<file path="config.mk">
export PLATFORM = sky130hd
export DESIGN_NAME = ess_exec
export DESIGN_NICKNAME = d
export VERILOG_FILES = /design/src/hdl/ess_pkg.sv /design/src/hdl/ess_exec.sv /design/src/hdl/ess_alu.sv
export SDC_FILE = /design/constraint.sdc
export NUM_CORES = 1
export LEC_CHECK = 0
export BUFFER_PORTS_ARGS = -buffer_cell sky130_fd_sc_hd__buf_4
export CAP_MARGIN = 20
export CORE_MARGIN = 5
export CORE_UTILIZATION = 53
export DETAILED_ROUTE_END_ITERATION = 8
export PLACE_DENSITY = 0.78
export SYNTH_ARGS = -nofsm -noshare
export SYNTH_HDL_FRONTEND = slang
export SYNTH_HIERARCHICAL = 1
export SYNTH_SLANG_ARGS = --single-unit
</file>
<file path="constraint.sdc">
create_clock -name clock -period 1.9 [get_ports clock]
set_input_delay 0.285 -clock clock [delete_from_list [all_inputs] [get_ports clock]]
set_output_delay 0.285 -clock clock [all_outputs]
set_load 0.02 [all_outputs]
</file>
<file path="src/hdl/ess_pkg.sv">
// Shared types and constants for the extended skip/subtract/swap execution block.
// Assumes an 8-bit data memory and accumulator on a single core clock.
package ess_pkg;

	//----------------------------------------
	// Widths and reset values
	//----------------------------------------
	localparam int          ESS_DATA_W   = 8;
	localparam int          ESS_ADDR_W   = 8;
	localparam int          ESS_NIB_W    = 4;
	localparam logic [7:0]  ESS_DATA_RST = 8'h00;
	localparam logic [7:0]  ESS_ADDR_RST = 8'h00;
	localparam logic [7:0]  ESS_ONE      = 8'h01;

	//----------------------------------------
	// Operations
	//----------------------------------------
	typedef enum logic [2:0]
	{
		ESS_OP_INC_SKIP_ZERO_MEM       = 3'h0,
		ESS_OP_INC_SKIP_ZERO_TO_ACC    = 3'h1,
		ESS_OP_SKIP_IF_NONZERO         = 3'h2,
		ESS_OP_SUB_MEM_FROM_ACC        = 3'h3,
		ESS_OP_SUB_MEM_FROM_ACC_TO_MEM = 3'h4,
		ESS_OP_NIBBLE_EXCHANGE_MEM     = 3'h5
	} ess_op_type;

	//----------------------------------------
	// Carriers
	//----------------------------------------
	typedef struct packed
	{
		ess_op_type            op;
		logic [ESS_ADDR_W-1:0] addr;
	} ess_req_type;

	typedef struct packed
	{
		logic overflow_flag;
		logic zero;
		logic half_carry_flag;
		logic carry;
		logic signed_compare_flag;
		logic chained_zero_flag;
	} ess_flags_type;

	localparam ess_flags_type ESS_FLAGS_RST = '{default: 1'b0};

	//----------------------------------------
	// Helpers
	//----------------------------------------
	function automatic logic ess_is_zero(input logic [ESS_DATA_W-1:0] v);
		ess_is_zero = (v == ESS_DATA_RST);
	endfunction

endpackage

</file>
<file path="src/hdl/ess_exec.sv">
// Execution sequencer for the extended data-memory skip, subtract and swap operations.
// Assumes a data memory with one-cycle read latency and a core that owns the
// accumulator and status flags and applies the write strobes given here.
//
// Notes on behaviour
// - Increment memory byte, write back, skip next when the sum is zero.
// - A taken skip inserts one dummy cycle replacing the fetched next instruction.
// - Accumulator variant: incremented value to accumulator, memory untouched, skip on zero.
// - Skip when the memory byte is nonzero, otherwise continue normally.
// - Subtract: accumulator minus memory byte goes to the accumulator.
// - Memory subtract: difference written to the byte, accumulator unchanged.
// - Carry cleared on borrow, set when the difference is zero or positive.
// - Subtracts update all six status flags; no other operation writes them.
// - Nibble exchange swaps byte halves and writes the byte back.
`timescale 1ns/1ps
module ess_exec
	import ess_pkg::*;
(
	// Clock, reset, enable
	input  wire logic                  clock,
	input  wire logic                  nrst,
	input  wire logic                  ce,
	// Request from the instruction sequencer
	input  wire logic                  req_valid,
	output logic                       req_ready,
	input  wire ess_req_type           req,
	// Completion towards the sequencer
	output logic                       done,
	output logic                       skip_dummy,
	// Data memory
	output logic                       mem_rd_en,
	output logic [ESS_ADDR_W-1:0]      mem_addr,
	input  wire logic [ESS_DATA_W-1:0] mem_rdata,
	output logic                       mem_we,
	output logic [ESS_DATA_W-1:0]      mem_wdata,
	// Accumulator
	input  wire logic [ESS_DATA_W-1:0] acc_in,
	output logic                       acc_we,
	output logic [ESS_DATA_W-1:0]      acc_wdata,
	// Status flags
	input  wire ess_flags_type         flags_in,
	output logic                       flags_we,
	output ess_flags_type              flags_wdata
);

	//----------------------------------------
	// Elaboration checks
	//----------------------------------------
	if (ESS_DATA_W != 2 * ESS_NIB_W)
	begin : g_bad_width
		$error("Data width must be two nibbles");
	end
	if (ESS_NIB_W < 1)
	begin : g_bad_nibble
		$error("Nibble width must be at least one bit");
	end
	if (ESS_ADDR_W < 1)
	begin : g_bad_addr
		$error("Address width must be at least one bit");
	end
	if ($bits(ess_flags_type) != 6)
	begin : g_bad_flags
		$error("Flag carrier must hold six status flags");
	end

	//----------------------------------------
	// State
	//----------------------------------------
	// Accept, read, operate, commit; the dummy cycle follows only a taken skip
	typedef enum logic [4:0]
	{
		ST_IDLE   = 5'b00001,
		ST_READ   = 5'b00010,
		ST_EXEC   = 5'b00100,
		ST_COMMIT = 5'b01000,
		ST_DUMMY  = 5'b10000
	} ess_state_type;

	ess_state_type            state_q;
	ess_state_type            state_d;
	ess_req_type              req_q;
	logic [ESS_DATA_W-1:0]    res_q;
	ess_flags_type            flg_q;
	logic                     skip_q;

	//----------------------------------------
	// Datapath
	//----------------------------------------
	logic [ESS_DATA_W-1:0]    alu_result;
	ess_flags_type            alu_flags;
	logic                     alu_skip;

	ess_alu u_alu
	(
		.op        (req_q.op),
		.acc       (acc_in),
		.mem       (mem_rdata),
		.flags_in  (flags_in),
		.result    (alu_result),
		.flags_out (alu_flags),
		.skip      (alu_skip)
	);

	//----------------------------------------
	// Operation decode
	//----------------------------------------
	wire logic is_inc_mem  = (req_q.op == ESS_OP_INC_SKIP_ZERO_MEM);
	wire logic is_inc_acc  = (req_q.op == ESS_OP_INC_SKIP_ZERO_TO_ACC);
	wire logic is_sub_acc  = (req_q.op == ESS_OP_SUB_MEM_FROM_ACC);
	wire logic is_sub_mem  = (req_q.op == ESS_OP_SUB_MEM_FROM_ACC_TO_MEM);
	wire logic is_swap_mem = (req_q.op == ESS_OP_NIBBLE_EXCHANGE_MEM);

	// Destination of the committed result
	wire logic op_to_mem   = is_inc_mem
	                       | is_sub_mem
	                       | is_swap_mem;
	wire logic op_to_acc   = is_inc_acc
	                       | is_sub_acc;
	// Only the subtracts touch the flags
	wire logic op_to_flags = is_sub_acc
	                       | is_sub_mem;

	wire logic in_idle   = (state_q == ST_IDLE);
	wire logic in_read   = (state_q == ST_READ);
	wire logic in_exec   = (state_q == ST_EXEC);
	wire logic in_commit = (state_q == ST_COMMIT);
	wire logic in_dummy  = (state_q == ST_DUMMY);
	wire logic accept    = ce & in_idle & req_valid;
	wire logic commit_now = ce & in_commit;
	wire logic capture    = ce & in_exec;

	//----------------------------------------
	// Handshake and strobes
	//----------------------------------------
	assign req_ready  = in_idle;
	assign mem_rd_en  = ce & in_read;
	assign mem_we     = commit_now & op_to_mem;
	assign acc_we     = commit_now & op_to_acc;
	assign flags_we   = commit_now & op_to_flags;
	assign done       = ce & ((in_commit & ~skip_q) | in_dummy);
	assign skip_dummy = ce & in_dummy;

	//----------------------------------------
	// Result outputs
	//----------------------------------------
	// All straight from flops, stable for the whole commit
	assign mem_addr    = req_q.addr;
	assign mem_wdata   = res_q;
	assign acc_wdata   = res_q;
	assign flags_wdata = flg_q;

	//----------------------------------------
	// Next state
	//----------------------------------------
	always_comb
	begin
		state_d = state_q;
		unique case (state_q)
			ST_IDLE:
				if (req_valid)
					state_d = ST_READ;
			ST_READ:
				state_d = ST_EXEC;
			ST_EXEC:
				state_d = ST_COMMIT;
			ST_COMMIT:
				state_d = skip_q ? ST_DUMMY : ST_IDLE;
			ST_DUMMY:
				state_d = ST_IDLE;
			default:
				state_d = ST_IDLE;
		endcase
	end

	//----------------------------------------
	// Registers
	//----------------------------------------
	always_ff @(posedge clock or negedge nrst)
	begin
		if (!nrst)
			state_q <= ST_IDLE;
		else if (ce)
			state_q <= state_d;
	end

	always_ff @(posedge clock or negedge nrst)
	begin
		if (!nrst)
			req_q <= '{op: ESS_OP_INC_SKIP_ZERO_MEM, addr: ESS_ADDR_RST};
		else if (accept)
			req_q <= req;
	end

	//----------------------------------------
	// Result registers
	//----------------------------------------
	// Captured in the cycle the memory byte arrives
	always_ff @(posedge clock or negedge nrst)
	begin
		if (!nrst)
			res_q <= ESS_DATA_RST;
		else if (capture)
			res_q <= alu_result;
	end

	always_ff @(posedge clock or negedge nrst)
	begin
		if (!nrst)
			flg_q <= ESS_FLAGS_RST;
		else if (capture)
			flg_q <= alu_flags;
	end

	always_ff @(posedge clock or negedge nrst)
	begin
		if (!nrst)
			skip_q <= 1'b0;
		else if (capture)
			skip_q <= alu_skip;
	end

endmodule

</file>
<file path="src/hdl/ess_alu.sv">
// Combinational datapath: increment, subtract, nibble exchange, skip decision.
// Assumes operands are stable for the cycle in which the caller samples the result.
`timescale 1ns/1ps
module ess_alu
	import ess_pkg::*;
(
	// Operation and operands
	input  wire ess_op_type            op,
	input  wire logic [ESS_DATA_W-1:0] acc,
	input  wire logic [ESS_DATA_W-1:0] mem,
	input  wire ess_flags_type         flags_in,
	// Results
	output logic [ESS_DATA_W-1:0]      result,
	output ess_flags_type              flags_out,
	output logic                       skip
);

	//----------------------------------------
	// Arithmetic
	//----------------------------------------
	wire logic [ESS_DATA_W-1:0] inc_val = ESS_DATA_W'(mem + ESS_ONE);
	wire logic [ESS_DATA_W:0]   diff    = {1'b0, acc} - {1'b0, mem};
	wire logic [ESS_NIB_W:0]    ndiff   = {1'b0, acc[ESS_NIB_W-1:0]} - {1'b0, mem[ESS_NIB_W-1:0]};
	wire logic [ESS_DATA_W-1:0] sub_val = diff[ESS_DATA_W-1:0];
	wire logic [ESS_DATA_W-1:0] swp_val = {mem[ESS_NIB_W-1:0], mem[ESS_DATA_W-1:ESS_NIB_W]};
	wire logic                  sub_ov  = (acc[ESS_DATA_W-1] ^ mem[ESS_DATA_W-1])
	                                    & (acc[ESS_DATA_W-1] ^ sub_val[ESS_DATA_W-1]);
	wire logic                  sub_z   = ess_is_zero(sub_val);

	//----------------------------------------
	// Selection
	//----------------------------------------
	always_comb
	begin
		result    = mem;
		flags_out = flags_in;
		skip      = 1'b0;
		unique case (op)
			ESS_OP_INC_SKIP_ZERO_MEM, ESS_OP_INC_SKIP_ZERO_TO_ACC:
			begin
				result = inc_val;
				skip   = ess_is_zero(inc_val);
			end
			ESS_OP_SKIP_IF_NONZERO:
				skip = !ess_is_zero(mem);
			ESS_OP_SUB_MEM_FROM_ACC, ESS_OP_SUB_MEM_FROM_ACC_TO_MEM:
			begin
				result                        = sub_val;
				flags_out.carry               = ~diff[ESS_DATA_W];
				flags_out.overflow_flag       = sub_ov;
				flags_out.zero                = sub_z;
				flags_out.half_carry_flag     = ~ndiff[ESS_NIB_W];
				flags_out.signed_compare_flag = sub_ov ^ sub_val[ESS_DATA_W-1];
				flags_out.chained_zero_flag   = sub_z;
			end
			ESS_OP_NIBBLE_EXCHANGE_MEM:
				result = swp_val;
			default:
				result = mem;
		endcase
	end

endmodule

</file>
Word-level counts from Yosys, hierarchy flattened
Cells that the tools add are included.

operators by class
  equality and inequality tests = 11
  shift operators = 0
  reductions and logical operators = 8
  bitwise logic cells = 23
  add/sub/neg operators = 3
  $mul = 0
  order comparisons = 0
  div/mod/pow operators = 0
  mux-type cells = 6

operators with widths
  cell                                                             count
  8-bit zero test                                                  3
  8-bit case mux with 3 select lines                               1
  5-bit case mux with 4 select lines                               1
  1-bit AND                                                        12
  5-bit two-way mux                                                2
  8-bit by 8-bit subtractor with 9-bit output                      1
  8-bit by 1-bit adder with 8-bit output, second input constant    1
  3-bit by 2-bit == test with 1-bit output, second input constant  2
  3-bit == test, second input constant                             2
  6-bit two-way mux                                                1
  5-bit by 1-bit == test with 1-bit output, second input constant  1
  5-bit by 2-bit == test with 1-bit output, second input constant  1
  5-bit by 3-bit == test with 1-bit output, second input constant  1
  5-bit by 4-bit == test with 1-bit output, second input constant  1
  5-bit == test, second input constant                             1
  1-bit OR                                                         5
  4-bit by 4-bit subtractor with 5-bit output                      1
  2-bit OR reduction                                               2
  3-bit by 1-bit == test with 1-bit output, second input constant  1
  3-bit zero test                                                  1
  1-bit NOT                                                        3
  1-bit bitwise XOR                                                3
  2-bit inequality test, second input constant                     1
  1-bit case mux with 2 select lines                               1
  other kinds (2)                                                  2

storage, ports and cells
  memories = 0
  input bits = 37
  register bits = 31
  memory bits (read-only) = 0
  latch bits = 0
  logic and storage cells = 62
  bits in writable memories = 0

Depth between registers and ports, before layout
Gate-level depths: netlist (run 1).

  word-level depth = 5
  mapped depth = 15

By module
Netlist (run 1), hierarchy kept.

by module, submodules not included
  module    instances  cells an instance  sequential area each (um2)  area an instance (um2)
  ess_exec  1          121                777.0                       1511.4
  ess_alu   1          166                0.0                         1109.8

Worst setup path after synthesis (run 1)
No wires, ideal clock.

  path type = input to register
  start point = input mem_rdata[2]
  end point = register res_q[7], in the netlist acc_wdata[7]
  data arrival time = 2842 ps
  required time = 1835 ps
  library setup time = 65 ps
  stages on the path = 15
  path buffers = 1
  path slack = -1007 ps
  cells stage by stage = clkbuf_1 > inv_1 > ha_1 > o21ai_0 > a21oi_1 > o311a_1 > o21a_1 > nor2_1 > fa_1 > inv_1 > o22ai_1 > a21oi_1 > a21boi_0 > o21ai_1 > mux2_2

between the ends
  cells in the longest elaborated chain, start to end = 2
  elaborated cells between the ends (all ways) = 3

ends and longest elaborated chain
  what                                                                                                   line                          RTL
  start, declared                                                                                        ess_exec.sv:33                input wire logic [ESS_DATA_W-1:0] mem_rdata,
  8-bit by 8-bit subtractor with 9-bit output or 8-bit by 1-bit adder with 8-bit output (tied branches)  ess_alu.sv:22, ess_alu.sv:21
  8-bit case mux with 3 select lines (*)                                                                 ess_alu.sv:38                 unique case (op)
  via alu_result[7]                                                                                      ess_exec.sv:89                logic [ESS_DATA_W-1:0] alu_result;
  end signal, assigned                                                                                   ess_exec.sv:203               res_q <= alu_result;
  end, declared                                                                                          ess_exec.sv:82                logic [ESS_DATA_W-1:0] res_q;

Mark *: on every way through the listed nets, which the timed path passes. The rest lies on a longest branch.
A chain may end at the register's enable or synchronous reset.

Worst setup path in the final report (run 1)
  start point = input mem_rdata[1]
  end point = register res_q[7], in the netlist acc_wdata[7]

The elaborated chain is that of the path after synthesis.

==> results of run 1 <==
## sequential cells by signal, indices dropped and copies added (netlist names)
| name | cells |
|---|---|
| skip_q | 1 |
| req_q | 3 |
| state_q | 5 |
| mem_addr | 8 |
| acc_wdata | 8 |
| flags_wdata | 6 |
## what timing repair did
action	CTS	global route
endpoints found under the setup margin	11	19
hold buffers	1	0
resized for setup	27	21
hold endpoints to repair	30	0
pin swaps	16	10
setup buffers	5	5
## logic make-up after synthesis
kind of cell,count (synthesis)
fa+ha+maj,14
compound gates,73
mux,27
simple gates,83
xor+xnor,8
flops,31
buf+inv,51
## worst max-delay path, cell delays in order
cell and delay [ns]:
buf_8 0.08, inv_4 0.03, ha_4 0.26, nand2b_4 0.07, a21oi_4 0.17, o311a_1 0.18
o21a_1 0.14, nor2_2 0.05, fa_2 0.58, nand2b_1 0.10, a21oi_2 0.17, a21oi_2 0.07
a41oi_2 0.17, o21ai_1 0.09, mux2_4 0.26
## metrics by stage
step / instance area (um2) / TNS (ns) / util (%) / instances
after global routing: 3810 / -2.93 / 80.1 / 455
after floorplan: 2740 / -3.59 / - / 287
after CTS: 3680 / -2.10 / 77.5 / 450
after global placement: 3430 / -5.83 / 72.1 / 436
final: 3810 / -2.53 / 80.1 / 455
after detailed placement: 3430 / -6.28 / 72.1 / 436
## cell usage after synthesis (all sizes together), types with 2 or more instances
master    n
a311oi    2
o22ai     6
o2111ai   2
o31a      2
ha       12
xnor2     6
nor2     29
buf      26
nor3      5
or3       2
mux2     27
a32oi     2
nor3b     2
a21oi    15
nand3     5
o211ai    2
o21a      4
or2       2
a31oi     5
a21boi    2
xor2      2
nand2b    6
fa        2
dfrtp    30
o21ai    20
o211a     2
nand2    15
clkbuf    5
inv      20
and2      3
nor2b     6
nand4     2
## worst paths after layout
path / depth (start not counted) / start / slack (ns) / to
worst max-delay path: 15 / mem_rdata[1] / -0.64 / acc_wdata[7]
worst min-delay path: 2 / ce / 0.23 / state_q[0]
worst max register to register: 5 / state_q[0] / 0.05 / skip_q
worst min register to register: 1 / flags_wdata[0] / 0.51 / flags_wdata[0]
max in group asynchronous: 2 / nrst / 1.11 / state_q[0]
min in group asynchronous: 2 / nrst / 0.47 / flags_wdata[3]
## cell usage in the layout, fill, tap and decap left out, types with 3 or more instances in the layout
master    Yosys  routed
nand2_1      15      14
inv_1        20      15
and2_1        3       3
clkbuf_8      0       5
o21ai_0      15      11
nand3_1       4       3
nor2_2        1       4
a21oi_1      14       9
nand2b_1      6       5
nor2b_1       4       4
buf_6         2       6
buf_8         0       3
xnor2_1       6       5
mux2_2       18      16
nor2_1       27      23
mux2_4        9      11
buf_4        18     114
a21oi_2       1       5
o22ai_1       6       5
o21ai_2       1       3
o21a_1        3       3
ha_4          0       6
a31oi_1       5       5
o21ai_1       4       5
nor3_1        5       3
dfrtp_1      30      29
ha_1         12       6
## final cells by class
cell class | instances | area, um2 | area share [%]
repair buffers | 124 | 978 | 25.7
clock inverters | 3 | 20.0 | 0.526
inverters | 20 | 92.6 | 2.43
well taps | 67 | 83.8 | 2.20
clock buffers | 5 | 68.8 | 1.81
flip-flops and latches | 31 | 778 | 20.4
multi-input cells | 205 | 1790 | 46.9
## layer usage
layer / up-vias / routed length (um) / share of wire [%] / GRT usage, %
met5: - / 0 / 0 / 0
met4: 0 / 92 / 1.3 / 4.73
met3: 12 / 502 / 6.9 / 4.37
met2: 122 / 3700 / 51 / 39.6
met1: 1184 / 2960 / 41 / 28.7
li1: 1204 / - / - / -
## power groups by stage
| stage | combinational, uW | sequential, uW | clock, uW |
|---|---|---|---|
| 2_1_floorplan | 1910 | 1310 | 0 |
| 3_3_place_gp | 2730 | 1230 | 0 |
| 5_1_grt | 3270 | 1290 | 560 |
| 3_5_place_dp | 2780 | 1250 | 0 |
| 4_1_cts | 2900 | 1240 | 523 |
| 6_report | 3050 | 1240 | 510 |
==> impl_metrics.tcl, run 1 <==
set metrics [dict create \
    min_period_ns 2.54 \
    clock_skew_ns 0.0106 \
    violations "setup timing" \
    cts_root_buffer "clkbuf_8" \
    drv_cap 0 \
    rsz0062_at_grt "yes" \
    power_uw 4790 \
    p_sw_share_pct 43.3 \
    crit_fanout 4 \
    fmax_mhz 394 \
    worst_slack_ns -0.641 \
    htreeDepth 2 \
    synth_xor_area_share_pct 2.67 \
    syn_avg_cell_area_um2 9.13 \
    yosys.area_share.simple_pct 17.2 \
    crit_path_end_kind "flop" \
    synth_nets 338 \
    routed_via_density 5.54 \
    clockBufferDepth 2 \
    power_density_mw_per_mm2 1260 \
    clk-insertion-delay-late_ns 0.28 \
    ios 74 \
    fillers 324 \
    num-nets-final 438 \
    syn_inst 287 \
    portBuffers 73 \
    grt_max_degree 32 \
    path_clk_slew_ns 0.07 \
    pre_cts_slack_ns -1.05 \
    die_area_mm2 0.00645 \
    synth_adder_area_share_pct 7.26 \
    grt.total_usage_pct 22.6 \
    area_delta_synth_final_pct 45.3 \
    power.internal_uw 2720 \
    synth_top_area_cell "dfrtp_1" \
    pwr-share-seq_pct 25.8 \
    yosysWarnings 6 \
    ys_seq_elements 31 \
    antenna_left 0 \
    worst_slew_pin_slew_ns 0.489 \
    yosysTopAreaCellShare_pct 28.6 \
    outcome "finished with violations" \
    synth_top_family_by_area "compound AO/OA/AOI/OAI gates" \
    yosys-top-cells-area "dfrtp_1 (29%), mux2_2 (7.7%), ha_1 (5.7%), buf_4 (5.2%), mux2_4 (5.2%)" \
    critical_path_class "input port to flop" \
    die_w_um 80.3 \
    setup_violations 7 \
    insertedDiodeCount 0 \
    dr.pass1.iters 5 \
    drc 0 \
    cts_buffers 5 \
    drive_above_1_share_pct 54.4 \
    wl_per_cell_um 16.0 \
    drt_iter0_markers 150 \
    first_global_vias 2426 \
    hold_slack_ns 0.228 \
    min_path_type "input port to flop" \
    yosysUniqueCellTypes 61 \
    hold_violations 0 \
    die_h_um 80.3 \
    vias 2522 \
    fin_crit_sh_pct 134 \
    cp.required_ns 2.06 \
    comb_power_share_pct 63.6 \
    yosys_most_used_dff "dfrtp_1" \
    cts_tree "built" \
    dp_hpwl_mm 5.37 \
    grt_pass1_wl_mm 11.5 \
    synth_compound_area_share_pct 19.5 \
    rows 25 \
    grt_remaining_overflow 0 \
    wl_mm 7.26 \
    synth-seq-area-share_pct 29.6 \
    max-vdd-ir-drop_mv 1.07 \
    relSlewSlack_pct 67.4 \
    gp_congestion 0.937 \
    slew_viol_final 0 \
    cp-start-kind "input port" \
    arrival_ns 2.70 \
    switching_power_uw 2080 \
    clockPowerShare_pct 10.6 \
    async_flop_share_pct 100 \
    clock-sinks 31 \
    start_util_pct 55.1 \
    synth.cell_area_mm2 0.00262 \
    synth_mux_area_share_pct 12.9 \
    synth_edf_count 0 \
    leakagePower_uw 0.00180 \
    core_mm2 0.00475 \
    antenna_found_initial 0 \
]
No activity file was read; power rests on OpenSTA's default activity.
==> run 2: changes to the inputs <==
CORE_UTILIZATION = 45   (was 53)
PLACE_DENSITY = 0.68   (was 0.78)
==> impl_metrics.tcl, run 2 (same netlist as run 1, synthesis figures left out) <==
set metrics [dict create \
    clockPowerShare_pct 14.1 \
    drv_cap 0 \
    pwr-share-seq_pct 24.4 \
    cpMaxStageDelayCell "fa_2" \
    clockBufferDepth 2 \
    rsz0062_at_grt "yes" \
    numPlacedInstances 443 \
    crit_fanout 4 \
    comb_power_share_pct 61.5 \
    met3_length_um 350 \
    grt_max_degree 32 \
    clock-sinks 31 \
    portBuffers 73 \
    dp_hpwl_mm 5.60 \
    critical_path_class "input port to flop" \
    first_global_vias 2612 \
    power_density_mw_per_mm2 1290 \
    cts_tree "built" \
    fin_crit_sh_pct 129 \
    num-nets-final 447 \
    layout.cells.non_filler 469 \
    outcome "finished with violations" \
    path_clk_slew_ns 0.08 \
    fillers 459 \
    switching_power_uw 2090 \
    cp.required_ns 2.08 \
    rows 27 \
    core_mm2 0.00557 \
    critPathTopFamily "compound AO/OA/AOI/OAI gates" \
    fmax_mhz 408 \
    insertedDiodeCount 0 \
    violations "setup timing" \
    die_h_um 86.3 \
    place_area_mm2 0.00345 \
    htreeDepth 2 \
    leakagePower_uw 0.00187 \
    hold_violations 0 \
    hold_slack_ns 0.205 \
    arrival_ns 2.63 \
    critical-path-max-stage-delay_ns 0.57 \
    cp-start-kind "input port" \
    met1_length_mm 3.30 \
    setup_violations 7 \
    worst-path-buf-inv 2 \
    cts_root_buffer "clkbuf_8" \
    seqCellArea_um2 779 \
    min_period_ns 2.45 \
    ios 74 \
    die_w_um 86.3 \
    grt.total_usage_pct 21.0 \
    start_util_pct 47.0 \
    relSlewSlack_pct 69.9 \
    dr.max_layer_used "met4" \
    pre_cts_slack_ns -1.04 \
    layout.cells.most_common_list "buf_4 (123), dfrtp_1 (28), nor2_1 (25), inv_1 (15)" \
    die_area_mm2 0.00745 \
    clock_skew_ns 0.00735 \
    reg2reg_slack_ns 0.10 \
    drc 0 \
    antenna_left 0 \
    drive_above_1_share_pct 54.4 \
    power_uw 5000 \
    critical_path.most_common_cell "a21oi_2" \
    clk-insertion-delay-late_ns 0.29 \
    area_delta_synth_final_pct 48.4 \
    dr.pass1.iters 4 \
    vias 2509 \
    antenna_found_initial 0 \
    layout_commonest_cell "buf_4" \
    wl_met2_mm 3.69 \
    gp_congestion 0.940 \
    routed_via_density 5.35 \
    worst_slew_pin_slew_ns 0.452 \
    p_sw_share_pct 41.7 \
    multi_input_area_mm2 0.00175 \
    worst_slack_ns -0.552 \
    crit_path_end_kind "flop" \
    path_cells "buf_8 > inv_6 > ha_4 > nand2b_4 > a21oi_4 > o311a_1 > o21a_1 > nor2_2 > fa_2 > nand2b_1 > a21oi_2 > a21oi_2 > a41oi_2 > o21ai_1 > mux2_4" \
    drt_iter0_markers 110 \
    wl_mm 7.46 \
    min_path_type "input port to flop" \
    fin_area_mm2 0.00389 \
    cts_buffers 5 \
    wl_per_cell_um 15.9 \
    power.internal_uw 2910 \
    max-vdd-ir-drop_mv 0.827 \
    grt_pass1_wl_mm 12.6 \
    slew_viol_final 0 \
    grt_remaining_overflow 0 \
]
-- run 2: changes by cell type in the layout (fill, tap and decap cells not counted), moves of 2 or more --
cell,previous run,this run
buf_4,114,123
clkinvlp_4,2,0
mux2_2,16,14
mux2_4,11,13
nor2_1,23,25
-- run 2: final cells by class --
| type | instances | area share, % |
|---|---|---|
| Clock inverter | 2 | 0.901 |
| Timing Repair Buffer | 133 | 27.1 |
| Multi-Input combinational cell | 205 | 45.0 |
| Sequential cell | 31 | 20.0 |
| Tap cell | 72 | 2.32 |
| Inverter | 20 | 2.45 |
| Clock buffer | 6 | 2.12 |
-- run 2: power groups by stage --
stage,registers [uW],clock network (uW),logic (uW)
2_1_floorplan,1310,0,1910
3_5_place_dp,1240,0,2840
3_3_place_gp,1220,0,2780
6_report,1220,706,3080
4_1_cts,1210,721,3010
5_1_grt,1290,758,3310
-- run 2: repair_timing --
item,in CTS,in global routing
hold buffers,1,0
setup buffers,11,7
setup endpoints to repair,11,19
endpoints found under the hold margin,30,0
pin swaps,17,7
gates resized for setup,30,13
-- run 2: routing by layer --
| metal | vias up | global-route usage [%] |
|---|---|---|
| met1 | 1198 | 28.1 |
| met3 | 10 | 3.04 |
| met5 | - | 0 |
| li1 | 1225 | - |
| met2 | 76 | 35.5 |
| met4 | 0 | 5.67 |
-- run 2: through the flow --
step | TNS [ns] | util [%]
4_1_cts | -2.06 | 67.9
3_5_place_dp | -6.39 | 61.9
2_1_floorplan | -3.59 | -
3_3_place_gp | -5.94 | 61.9
6_report | -2.19 | 69.8
5_1_grt | -2.65 | 69.8
-- run 2: path summary, 6_finish.rpt --
path,start,endpoint,depth (start not counted)
setup reg to reg,req_q[10],flags_wdata[1],6
max in group asynchronous,nrst,req_q[8],2
min in group asynchronous,nrst,flags_wdata[3],2
hold reg to reg,mem_addr[6],mem_addr[6],1
hold / removal,ce,state_q[0],2
setup / recovery,mem_rdata[1],acc_wdata[7],15
